==> config.mk <==
export PLATFORM = sky130hd
export DESIGN_NAME = efe_feature_enum
export DESIGN_NICKNAME = d
export VERILOG_FILES = /design/src/design/efe_pkg.sv /design/src/design/efe_feature_enum.sv /design/src/design/efe_section_slot.sv
export SDC_FILE = /design/constraint.sdc
export NUM_CORES = 1
export LEC_CHECK = 0
export BUFFER_PORTS_ARGS = -buffer_cell sky130_fd_sc_hd__buf_2
export CORE_AREA = 3 3 160 162
export CTS_BUF_LIST = sky130_fd_sc_hd__clkbuf_4 sky130_fd_sc_hd__clkbuf_8 sky130_fd_sc_hd__clkbuf_16
export CTS_CLUSTER_SIZE = 10
export DETAILED_ROUTE_END_ITERATION = 16
export DIE_AREA = 0 0 163 165
export HOLD_SLACK_MARGIN = 0.1
export PLACE_DENSITY = 0.79
export SLEW_MARGIN = 30
export SYNTH_ARGS = -nofsm -noshare
export SYNTH_HDL_FRONTEND = slang
export SYNTH_SLANG_ARGS = --single-unit
==> constraint.sdc <==
create_clock -name clock -period 3 [get_ports clock]
set_input_delay 0.15 -clock clock [delete_from_list [all_inputs] [get_ports clock]]
set_output_delay 0.15 -clock clock [all_outputs]
set_load 0.005 [all_outputs]
==> src/design/efe_pkg.sv <==
package efe_pkg;

    // Query leaves and sub-leaves
    localparam logic [31:0] LEAF_EXT_FEAT    = 32'h0000_0007;
    localparam logic [31:0] LEAF_ENCLAVE_RES = 32'h0000_0012;
    localparam logic [31:0] SUBLEAF_ZERO     = 32'h0000_0000;
    localparam logic [31:0] SUBLEAF_CAPS     = 32'h0000_0000;
    localparam logic [31:0] SUBLEAF_ATTR     = 32'h0000_0001;
    localparam logic [31:0] SUBLEAF_SECT0    = 32'h0000_0002;

    // Feature flag and control bit positions
    localparam int SUPPORT_POS = 2;
    localparam int LOCK_POS    = 0;
    localparam int OPT_IN_POS  = 18;

    // Capability bit positions of sub-leaf 0 EAX
    localparam int CAP_BASE_POS     = 0;
    localparam int CAP_DYN_POS      = 1;
    localparam int CAP_VCHILD_POS   = 5;
    localparam int CAP_CONFLICT_POS = 6;
    localparam logic [31:0] CAP_DEFINED_MASK = 32'h0000_0063;

    // Values after reset of the control register
    localparam logic [63:0] CTRL_RESET = 64'h0000_0000_0000_0000;

    // Hardware capability values (plain defaults)
    localparam logic        ENCLAVE_SUPPORTED = 1'h1;
    localparam logic [31:0] EXT_FLAGS_OTHER   = 32'h0000_0000;
    localparam logic [31:0] CAP_FLAGS         = 32'h0000_0003;
    localparam logic [31:0] MISC_SELECT       = 32'h0000_0000;
    localparam logic [7:0]  MAX_EXP_LEGACY    = 8'h1F;
    localparam logic [7:0]  MAX_EXP_WIDE      = 8'h24;
    localparam logic [127:0] ATTR_MASK        = 128'h0000_0000_0000_001F_0000_0000_0000_00F6;

    // Section sub-leaf encodings
    localparam logic [3:0] SECT_INVALID = 4'h0;
    localparam logic [3:0] SECT_VALID   = 4'h1;
    localparam logic [3:0] SECT_PROT_CI = 4'h1;
    localparam int         NUM_SECT     = 2;
    localparam int         SECT_IDX_W   = 1;
    localparam int         SECT_ADDR_W  = 40;

    typedef struct packed {
        logic [31:0] leaf;
        logic [31:0] subleaf;
    } efe_query_type;

    typedef struct packed {
        logic [31:0] eax;
        logic [31:0] ebx;
        logic [31:0] ecx;
        logic [31:0] edx;
    } efe_result_type;

    typedef struct packed {
        logic                   valid;
        logic [SECT_ADDR_W-1:0] base;
        logic [SECT_ADDR_W-1:0] size;
    } efe_sect_cfg_type;

    typedef enum logic [1:0] {
        EFE_IDLE,
        EFE_RUN,
        EFE_UD,
        EFE_GP
    } efe_verdict_type;

    typedef struct packed {
        logic            lock;
        logic            opt_in;
        logic            res_valid;
        efe_result_type  res;
        efe_verdict_type verdict;
    } efe_top_state_type;

    localparam efe_top_state_type TOP_RESET = '0;
    localparam efe_sect_cfg_type  SECT_RESET = '0;

endpackage

==> src/design/efe_feature_enum.sv <==
`timescale 1ns/100ps
// Contract
// - Extended-feature leaf 07H sub-leaf 0 EBX bit 2 reports enclave support.
// - Opted in only when enable bit and lock bit 0 are both one.
// - Opt-in enable state never appears in the extended-feature leaf 07H result.
// - No support gives invalid opcode; not opted in gives general protection.
// - With support, resource leaf 12H answers through its sub-leaves.
// - Valid resource sub-leaves depend on opt-in state and configuration.
// - Resource leaf results are per hardware thread; software must not generalise.
// - Configured device returns non-zero content in at least three sub-leaves.
// - Sub-leaf 0 EAX bits 0,1 give groups; reserved bits and ECX zero.
// - Sub-leaf 0 EAX bits 5 and 6 give oversubscription leaf support.
// - Sub-leaf 0 EBX reports the misc region select mask.
// - Sub-leaf 0 EDX gives size exponents in bytes 0 and 1, rest zero.
// - Sub-leaf 1 reports the 128-bit attribute creation mask in four words.
// - Sub-leaves from 2 describe sections; walk upward until invalid type.
// - Invalid resource sub-leaf returns zero in all four result words.
// - Section type 0000b invalid, 0001b valid section, others reserved.
// - Section base bits 31:12 in EAX, bits 51:32 in EBX.
// - Section size in ECX and EDX; ECX type 0001b means protected.
module efe_feature_enum (
    input  wire logic                      clock,
    input  wire logic                      rst_n,
    input  wire logic                      query_valid,
    input  wire efe_pkg::efe_query_type    query,
    output logic                           result_valid,
    output efe_pkg::efe_result_type        result,
    input  wire logic                      ctrl_wr,
    input  wire logic [63:0]               ctrl_wdata,
    output logic [63:0]                    ctrl_rdata,
    input  wire logic                      sect_wr,
    input  wire logic [efe_pkg::SECT_IDX_W-1:0] sect_idx,
    input  wire efe_pkg::efe_sect_cfg_type sect_cfg,
    input  wire logic                      encl_req,
    input  wire logic                      encl_extra_ud,
    output efe_pkg::efe_verdict_type       encl_verdict,
    output logic                           opted_in
);
    efe_pkg::efe_top_state_type st_reg;
    efe_pkg::efe_top_state_type st_next;
    efe_pkg::efe_result_type    sect_res [efe_pkg::NUM_SECT];
    efe_pkg::efe_result_type    answer;
    logic [31:0]                sect_off;
    logic [efe_pkg::SECT_IDX_W-1:0] sect_sel;
    logic                       sect_hit;
    logic                       opted_now;

    assign opted_now = st_reg.lock && st_reg.opt_in;
    assign opted_in  = opted_now;

    // Section table is frozen together with the lock so that what firmware
    // published cannot change under the running system
    genvar gi;
    generate
        for (gi = 0; gi < efe_pkg::NUM_SECT; gi++) begin : g_sect
            efe_section_slot u_slot (
                .clock  (clock),
                .rst_n  (rst_n),
                .wr     (sect_wr && !st_reg.lock && (sect_idx == gi)),
                .cfg    (sect_cfg),
                .result (sect_res[gi])
            );
        end
    endgenerate

    assign sect_off = query.subleaf - efe_pkg::SUBLEAF_SECT0;
    assign sect_sel = sect_off[efe_pkg::SECT_IDX_W-1:0];
    assign sect_hit = (query.subleaf >= efe_pkg::SUBLEAF_SECT0)
                   && (sect_off < efe_pkg::NUM_SECT);

    // Query answer; every unlisted leaf or sub-leaf answers all zero
    always_comb begin
        answer = '0;
        if (query.leaf == efe_pkg::LEAF_EXT_FEAT) begin
            if (query.subleaf == efe_pkg::SUBLEAF_ZERO) begin
                // Opt-in state deliberately not folded in here
                answer.ebx = efe_pkg::EXT_FLAGS_OTHER;
                answer.ebx[efe_pkg::SUPPORT_POS] = efe_pkg::ENCLAVE_SUPPORTED;
            end
        end else if (query.leaf == efe_pkg::LEAF_ENCLAVE_RES
                     && efe_pkg::ENCLAVE_SUPPORTED) begin
            if (query.subleaf == efe_pkg::SUBLEAF_CAPS) begin
                answer.eax = efe_pkg::CAP_FLAGS & efe_pkg::CAP_DEFINED_MASK;
                answer.ebx = efe_pkg::MISC_SELECT;
                answer.ecx = '0;
                answer.edx = {16'h0000, efe_pkg::MAX_EXP_WIDE,
                              efe_pkg::MAX_EXP_LEGACY};
            end else if (query.subleaf == efe_pkg::SUBLEAF_ATTR) begin
                answer.eax = efe_pkg::ATTR_MASK[31:0];
                answer.ebx = efe_pkg::ATTR_MASK[63:32];
                answer.ecx = efe_pkg::ATTR_MASK[95:64];
                answer.edx = efe_pkg::ATTR_MASK[127:96];
            end else if (sect_hit && opted_now) begin
                // Sections are only published once opted in; software walks
                // upward from sub-leaf 2 until the first all-zero answer
                answer = sect_res[sect_sel];
            end
        end
    end

    always_comb begin
        st_next           = st_reg;
        st_next.res_valid = query_valid;
        st_next.verdict   = efe_pkg::EFE_IDLE;
        if (query_valid) begin
            // Per-thread: each thread has its own instance of this block
            st_next.res = answer;
        end
        if (ctrl_wr && !st_reg.lock) begin
            st_next.lock   = ctrl_wdata[efe_pkg::LOCK_POS];
            st_next.opt_in = ctrl_wdata[efe_pkg::OPT_IN_POS];
        end
        if (encl_req) begin
            // Verdict is given before any execution step may start, so a
            // fault leaves architectural and memory state untouched
            if (!efe_pkg::ENCLAVE_SUPPORTED || encl_extra_ud) begin
                st_next.verdict = efe_pkg::EFE_UD;
            end else if (!opted_now) begin
                st_next.verdict = efe_pkg::EFE_GP;
            end else begin
                st_next.verdict = efe_pkg::EFE_RUN;
            end
        end
    end

    always_ff @(posedge clock or negedge rst_n) begin
        if (!rst_n) begin
            st_reg <= efe_pkg::TOP_RESET;
        end else begin
            st_reg <= st_next;
        end
    end

    assign result_valid = st_reg.res_valid;
    assign result       = st_reg.res;
    assign encl_verdict = st_reg.verdict;

    // Only the lock and opt-in bits are implemented; all others read zero
    always_comb begin
        ctrl_rdata = '0;
        ctrl_rdata[efe_pkg::LOCK_POS]   = st_reg.lock;
        ctrl_rdata[efe_pkg::OPT_IN_POS] = st_reg.opt_in;
    end

    logic q_ext0;
    logic q_caps;
    logic q_attr;
    logic q_sect0;
    logic q_beyond;

    assign q_ext0   = query_valid && query.leaf == efe_pkg::LEAF_EXT_FEAT
                   && query.subleaf == efe_pkg::SUBLEAF_ZERO;
    assign q_caps   = query_valid && query.leaf == efe_pkg::LEAF_ENCLAVE_RES
                   && query.subleaf == efe_pkg::SUBLEAF_CAPS;
    assign q_attr   = query_valid && query.leaf == efe_pkg::LEAF_ENCLAVE_RES
                   && query.subleaf == efe_pkg::SUBLEAF_ATTR;
    assign q_sect0  = query_valid && query.leaf == efe_pkg::LEAF_ENCLAVE_RES
                   && query.subleaf == efe_pkg::SUBLEAF_SECT0;
    assign q_beyond = query_valid && query.leaf == efe_pkg::LEAF_ENCLAVE_RES
                   && query.subleaf >= efe_pkg::SUBLEAF_SECT0 + efe_pkg::NUM_SECT;
endmodule

==> src/design/efe_section_slot.sv <==
`timescale 1ns/100ps
module efe_section_slot (
    input  wire logic                      clock,
    input  wire logic                      rst_n,
    input  wire logic                      wr,
    input  wire efe_pkg::efe_sect_cfg_type cfg,
    output efe_pkg::efe_result_type        result
);
    efe_pkg::efe_sect_cfg_type st_reg;
    efe_pkg::efe_sect_cfg_type st_next;

    always_comb begin
        st_next = st_reg;
        if (wr) begin
            st_next = cfg;
        end
    end

    always_ff @(posedge clock or negedge rst_n) begin
        if (!rst_n) begin
            st_reg <= efe_pkg::SECT_RESET;
        end else begin
            st_reg <= st_next;
        end
    end

    // An empty slot answers all zero, which also encodes the invalid type
    always_comb begin
        result = '0;
        if (st_reg.valid) begin
            result.eax = {st_reg.base[19:0], 8'h00, efe_pkg::SECT_VALID};
            result.ebx = {12'h000, st_reg.base[39:20]};
            result.ecx = {st_reg.size[19:0], 8'h00, efe_pkg::SECT_PROT_CI};
            result.edx = {12'h000, st_reg.size[39:20]};
        end
    end
endmodule

# == Word-level counts from Yosys, hierarchy flattened ==
# Cells that the tools add are included.
# word_totals
input_bits,217
output_inout_bits,196
register_bits,295
wordCells,48
# op_classes
addsub,1
n_mux,16
magnitude_cmp,3
eq_ne,3
n_reduce_logical,9
bitwise_logic,2
# op_table
cell,count
128-bit two-way mux,9
32-bit two-way mux,2
64-bit two-way mux,1
32-bit by 1-bit == test with 1-bit output (second input constant),1
32-bit by 3-bit == test with 1-bit output (second input constant),1
32-bit by 5-bit == test with 1-bit output (second input constant),1
32-bit by 2-bit >= comparator with 1-bit output (second input constant),1
32-bit logical NOT,1
32-bit by 2-bit less-than comparator with 1-bit output (second input constant),1
32-bit by 2-bit subtractor with 32-bit output (second input constant),1
1-bit logical AND,7
2-bit two-way mux,3
3-bit two-way mux,1
2-bit >= comparator (second input constant),1
1-bit NOT with 2-bit output,1
1-bit logical NOT,1
1-bit NOT,1

# == Depth between registers and ports, before layout ==
# logic_depth
depth_word,10
ltp_mapped,12

# == Hierarchy ==
# A second synthesis with hierarchy kept.
# unflattened
cells_unflattened,1269
area_unflattened_um2,15926.5
# by_module_without_submodules
module,seq_area_each_um2,cells_per_inst,area_each_um2,n_inst
efe_section_slot,2026.9,308,4305.4,2
efe_feature_enum,3328.2,653,7315.8,1

# == Worst setup path before layout ==
# Ideal clock, no wire load.
# synth_timing
path_type,input port to flip-flop
startpoint,input query[1] in the netlist's numbering
endpoint,register st_reg (netlist bit result[108])
t_arrival_ps,2439
slack_ps,486
required_time_ps,2925
cell_stages,12
setup_ps,75
n_path_buf,3
cell_sequence,inv_1 ha_1 nor2b_1 clkbuf_1 nand2_1 or4_1 xor2_1 o2111ai_1 or4_1 buf_4 buf_6 o2bb2ai_2
# synth_via
elab_chain_cells,9
elab_cells_between_ends,12
cone_classes,add/sub: 1; order compare: 2; eq/ne: 1; mux: 5; reduce/logical: 3
# synth_lines
element,line,rtl
"start, declared",efe_feature_enum.sv:25,"input wire efe_pkg::efe_query_type query,"
32-bit by 2-bit subtractor with 32-bit output,efe_feature_enum.sv:66,assign sect_off = query.subleaf - efe_pkg::SUBLEAF_SECT0;
32-bit by 2-bit less-than comparator with 1-bit output,efe_feature_enum.sv:69,&& (sect_off < efe_pkg::NUM_SECT);
1-bit logical AND,efe_feature_enum.sv:69,
1-bit logical AND,efe_feature_enum.sv:93,end else if (sect_hit && opted_now) begin
128-bit two-way mux,efe_feature_enum.sv:93,
128-bit two-way mux,efe_feature_enum.sv:88,end else if (query.subleaf == efe_pkg::SUBLEAF_ATTR) begin
128-bit two-way mux (*),efe_feature_enum.sv:82,if (query.subleaf == efe_pkg::SUBLEAF_CAPS) begin
128-bit two-way mux (*),efe_feature_enum.sv:80,end else if (query.leaf == efe_pkg::LEAF_ENCLAVE_RES
32-bit two-way mux (*),efe_feature_enum.sv:74,if (query.leaf == efe_pkg::LEAF_EXT_FEAT) begin
"end signal, assigned",efe_feature_enum.sv:128,st_reg <= efe_pkg::TOP_RESET;
"end signal, assigned",efe_feature_enum.sv:130,st_reg <= st_next;
"end, declared",efe_feature_enum.sv:39,efe_pkg::efe_top_state_type st_reg;
# Mark *: on every way between the ends. The rest lies on a longest branch, timed or not.
# A chain may end at the register's enable or synchronous reset.

# == Worst setup path in the final report ==
# layout_timing
startpoint,register st_reg (netlist bit ctrl_rdata[0])
endpoint,register st_reg (netlist bit result[82])
# layout_via
elab_chain_cells,7
# layout_lines
element,line,rtl
1-bit logical AND,efe_feature_enum.sv:48,assign opted_now = st_reg.lock && st_reg.opt_in;
1-bit logical AND,efe_feature_enum.sv:93,
128-bit two-way mux,efe_feature_enum.sv:93,
128-bit two-way mux,efe_feature_enum.sv:88,
128-bit two-way mux,efe_feature_enum.sv:82,
128-bit two-way mux,efe_feature_enum.sv:80,
32-bit two-way mux,efe_feature_enum.sv:74,
# Every way passes these cells.

==> flow_summary.ini <==
[layout]
largest_register_ffs = 162
fillers = 1833
fin_nets = 1397
postLayoutCellArea_mm2 = 0.01464
drive_gt1_frac = 0.4624
areaGrowthSynthToFinish_pct = 25.78

[timing]
period_share = 0.7869
slew_violations = 0
rsz0062_at_grt = no
setup_viol_count_final = 0
timing.slew.headroom = 0.4051
max_freq_ghz = 0.4236
fin_skew_ns = 0.01590
fin_crit_ns = 2.361
fin_setup_tns_ns = 0
tightest_slew_ns = 0.8924
hold_viol = 0

[detailed_routing]
drt-total-wl_um = 29580
drt-wirelength-per-cell_um = 19.61
via_per_inst = 5.332
drcViolationCount = 0
final_antenna_net_count = 0
first_iter_violations = 458
num_vias = 8040
firstDrtPassIters = 4

[worst_setup_path]
worstSetupStartpointType = flip-flop
endpoint_kind = flip-flop
required_ns = 3.45
arrival_ns = 2.81
cp_max_fo = 44
worst-setup-path-type = reg -> reg

[clock_tree]
cts_tree = built
cts_sinks = 251
post_cts_resized = 0
clockBufferDepth = 3
cts_made_buffers = 29
worst_skew_pair.late_latency_ns = 0.54
clk_pin_slew_worst_paths_ns = 0.06
cts_htree_levels = 1
clockRootBuffer = clkbuf_16

[yosys]
synth-main-ff-cell = dfrtp_1
synth_mux_area_frac = 0.1577
syn_area_mm2 = 0.01164
syn_area_per_cell_um2 = 13.69
synth_top_family_by_area = compound AO/OA/AOI/OAI gates
synth_top_area_cell = dfrtp_1
synth-edff-count = 0
synthXorXnorAreaFrac = 0.002258
synth_most_common_cell = dfrtp_1
yosys.area_share.simple = 0.03623
synthTopCellsByCount = 251 x dfrtp_1, 163 x mux2_2, 107 x buf_4
synth-seq-cells = 251
postSynthCellCount = 850
yosys_warnings = 0
ys_types = 45
synth_fa_ha_area_frac = 0.001075
ys_seq_area_frac = 0.5397
synth_top_area_share = 0.5397
synthTopCellsByArea = dfrtp_1 54%, mux2_2 16%, o2bb2ai_2 9.3%
synth_compound_area_frac = 0.1679
synthArstFlopShare = 1.000

[die]
rows = 57
die_area_mm2 = 0.02690
die_w_um = 163
ios = 413
core_area_mm2 = 0.02425
start_util = 0.4800
die_height_um = 165

[grt]
grt_pass1_wl_um = 45220
gr-total-overflow = 0
grt_max_degree = 116
grt_pass1_vias = 8386
antenna_found_initial = 1
grtUsageTotal = 0.2096

[placement]
gp_congestion = 0.8084
dp_hpwl_um = 18250
placed_area_mm2 = 0.01288
portBuffers = 252

[status]
status = finished clean

[pwr]
ir_worst_vdd_mv = 0.4606
power-per-cell-area_mw_per_mm2 = 559.1
p_leak_nw = 6.880

[hold_path]
hp-class = in -> reg

[job]
cap_violations = 0
## critical path, stage by stage (launching register included)
cell and delay (ns):
dfrtp_1 0.49, nand2_1 0.15, nor2_1 0.13, o21ai_0 0.11, nor4_1 0.20, nand3_1 0.11
or4_4 0.59, buf_12 0.22, o2bb2ai_2 0.20
## final cells by class
class	instances	area, um2	area share
flip-flops and latches	251	6281	0.4291
multi-input cells	525	4637	0.3168
repair buffers	363	2465	0.1684
clock buffers	33	762.0	0.05205
well taps	324	405.4	0.02769
clock inverters	2	50.05	0.003419
inverters	9	36.28	0.002479
diodes	1	2.502	0.0001709
## final timing paths
kind	from	cells after the start	end	slack (ns)
max in group asynchronous	rst_n	3	result[111]	1.85
worst max register to register	ctrl_rdata[0]	8	result[82]	0.64
worst min-delay path	query[32]	5	result[66]	0.13
worst max-delay path	ctrl_rdata[0]	8	result[82]	0.64
worst min register to register	result[110]	1	result[110]	0.49
min in group asynchronous	rst_n	2	g_sect[0].u_slot.st_reg[55]	0.27
## cells by family (layout without fill, tap and decap cells)
kind of cell    count (synthesis)  in the layout
fa+ha+maj                       1              1
other cells                     1             99
mux                           163            163
flops                         251            251
buf+inv                       171            407
compound gates                193            193
xor+xnor                        3              3
simple gates                   67             67
## layout by cell type, fill, tap and decap left out, types with 4 or more instances in the layout
master / netlist / routed
o21ai_0: 4 / 4
conb_1: 1 / 98
nand3_1: 6 / 6
nor3_1: 9 / 9
buf_12: 0 / 10
nor2_1: 9 / 9
dfrtp_1: 251 / 251
mux2_2: 163 / 163
nor4_1: 9 / 9
buf_2: 0 / 251
buf_4: 107 / 7
nand2_1: 5 / 5
clkbuf_16: 0 / 29
dlygate4sd3_1: 0 / 94
o21ai_1: 10 / 10
nand4_1: 6 / 6
inv_1: 9 / 8
a22oi_1: 89 / 89
o2bb2ai_2: 72 / 72
## stage by stage
stage / hold WS, ns / util / instances / setup WS (ns) / power, mW
after floorplan: -0.1456 / - / 947 / 0.4858 / 4.667
after global placement: 0.2948 / 0.5313 / 1378 / 0.3456 / 4.910
after detailed placement: 0.2882 / 0.5313 / 1378 / 0.2912 / 4.976
after CTS: 0.1226 / 0.6036 / 1507 / 0.6666 / 8.233
after global routing: 0.1717 / 0.6036 / 1507 / 0.5865 / 8.541
final: 0.1309 / 0.6037 / 1508 / 0.6393 / 8.184
## power by group
| part | total (mW) | internal (mW) | switching, mW |
|---|---|---|---|
| Combinational | 1.04 | 0.548 | 0.494 |
| Clock | 3.15 | 1.86 | 1.29 |
| Sequential | 3.99 | 3.79 | 0.206 |
## timing repair
action	CTS	global route
hold endpoints to repair	281	0
setup buffers	0	0
endpoints found under the setup margin	0	0
hold buffers	94	0
## metal layers
metal	track usage	vias up	routed length, um
met5	0	-	11
met4	0.06267	2	892
met3	0.04490	70	1829
met2	0.3795	295	15360
met1	0.2511	4068	11480
li1	-	3605	-
Note: power is estimated with default switching activity, not from simulation.
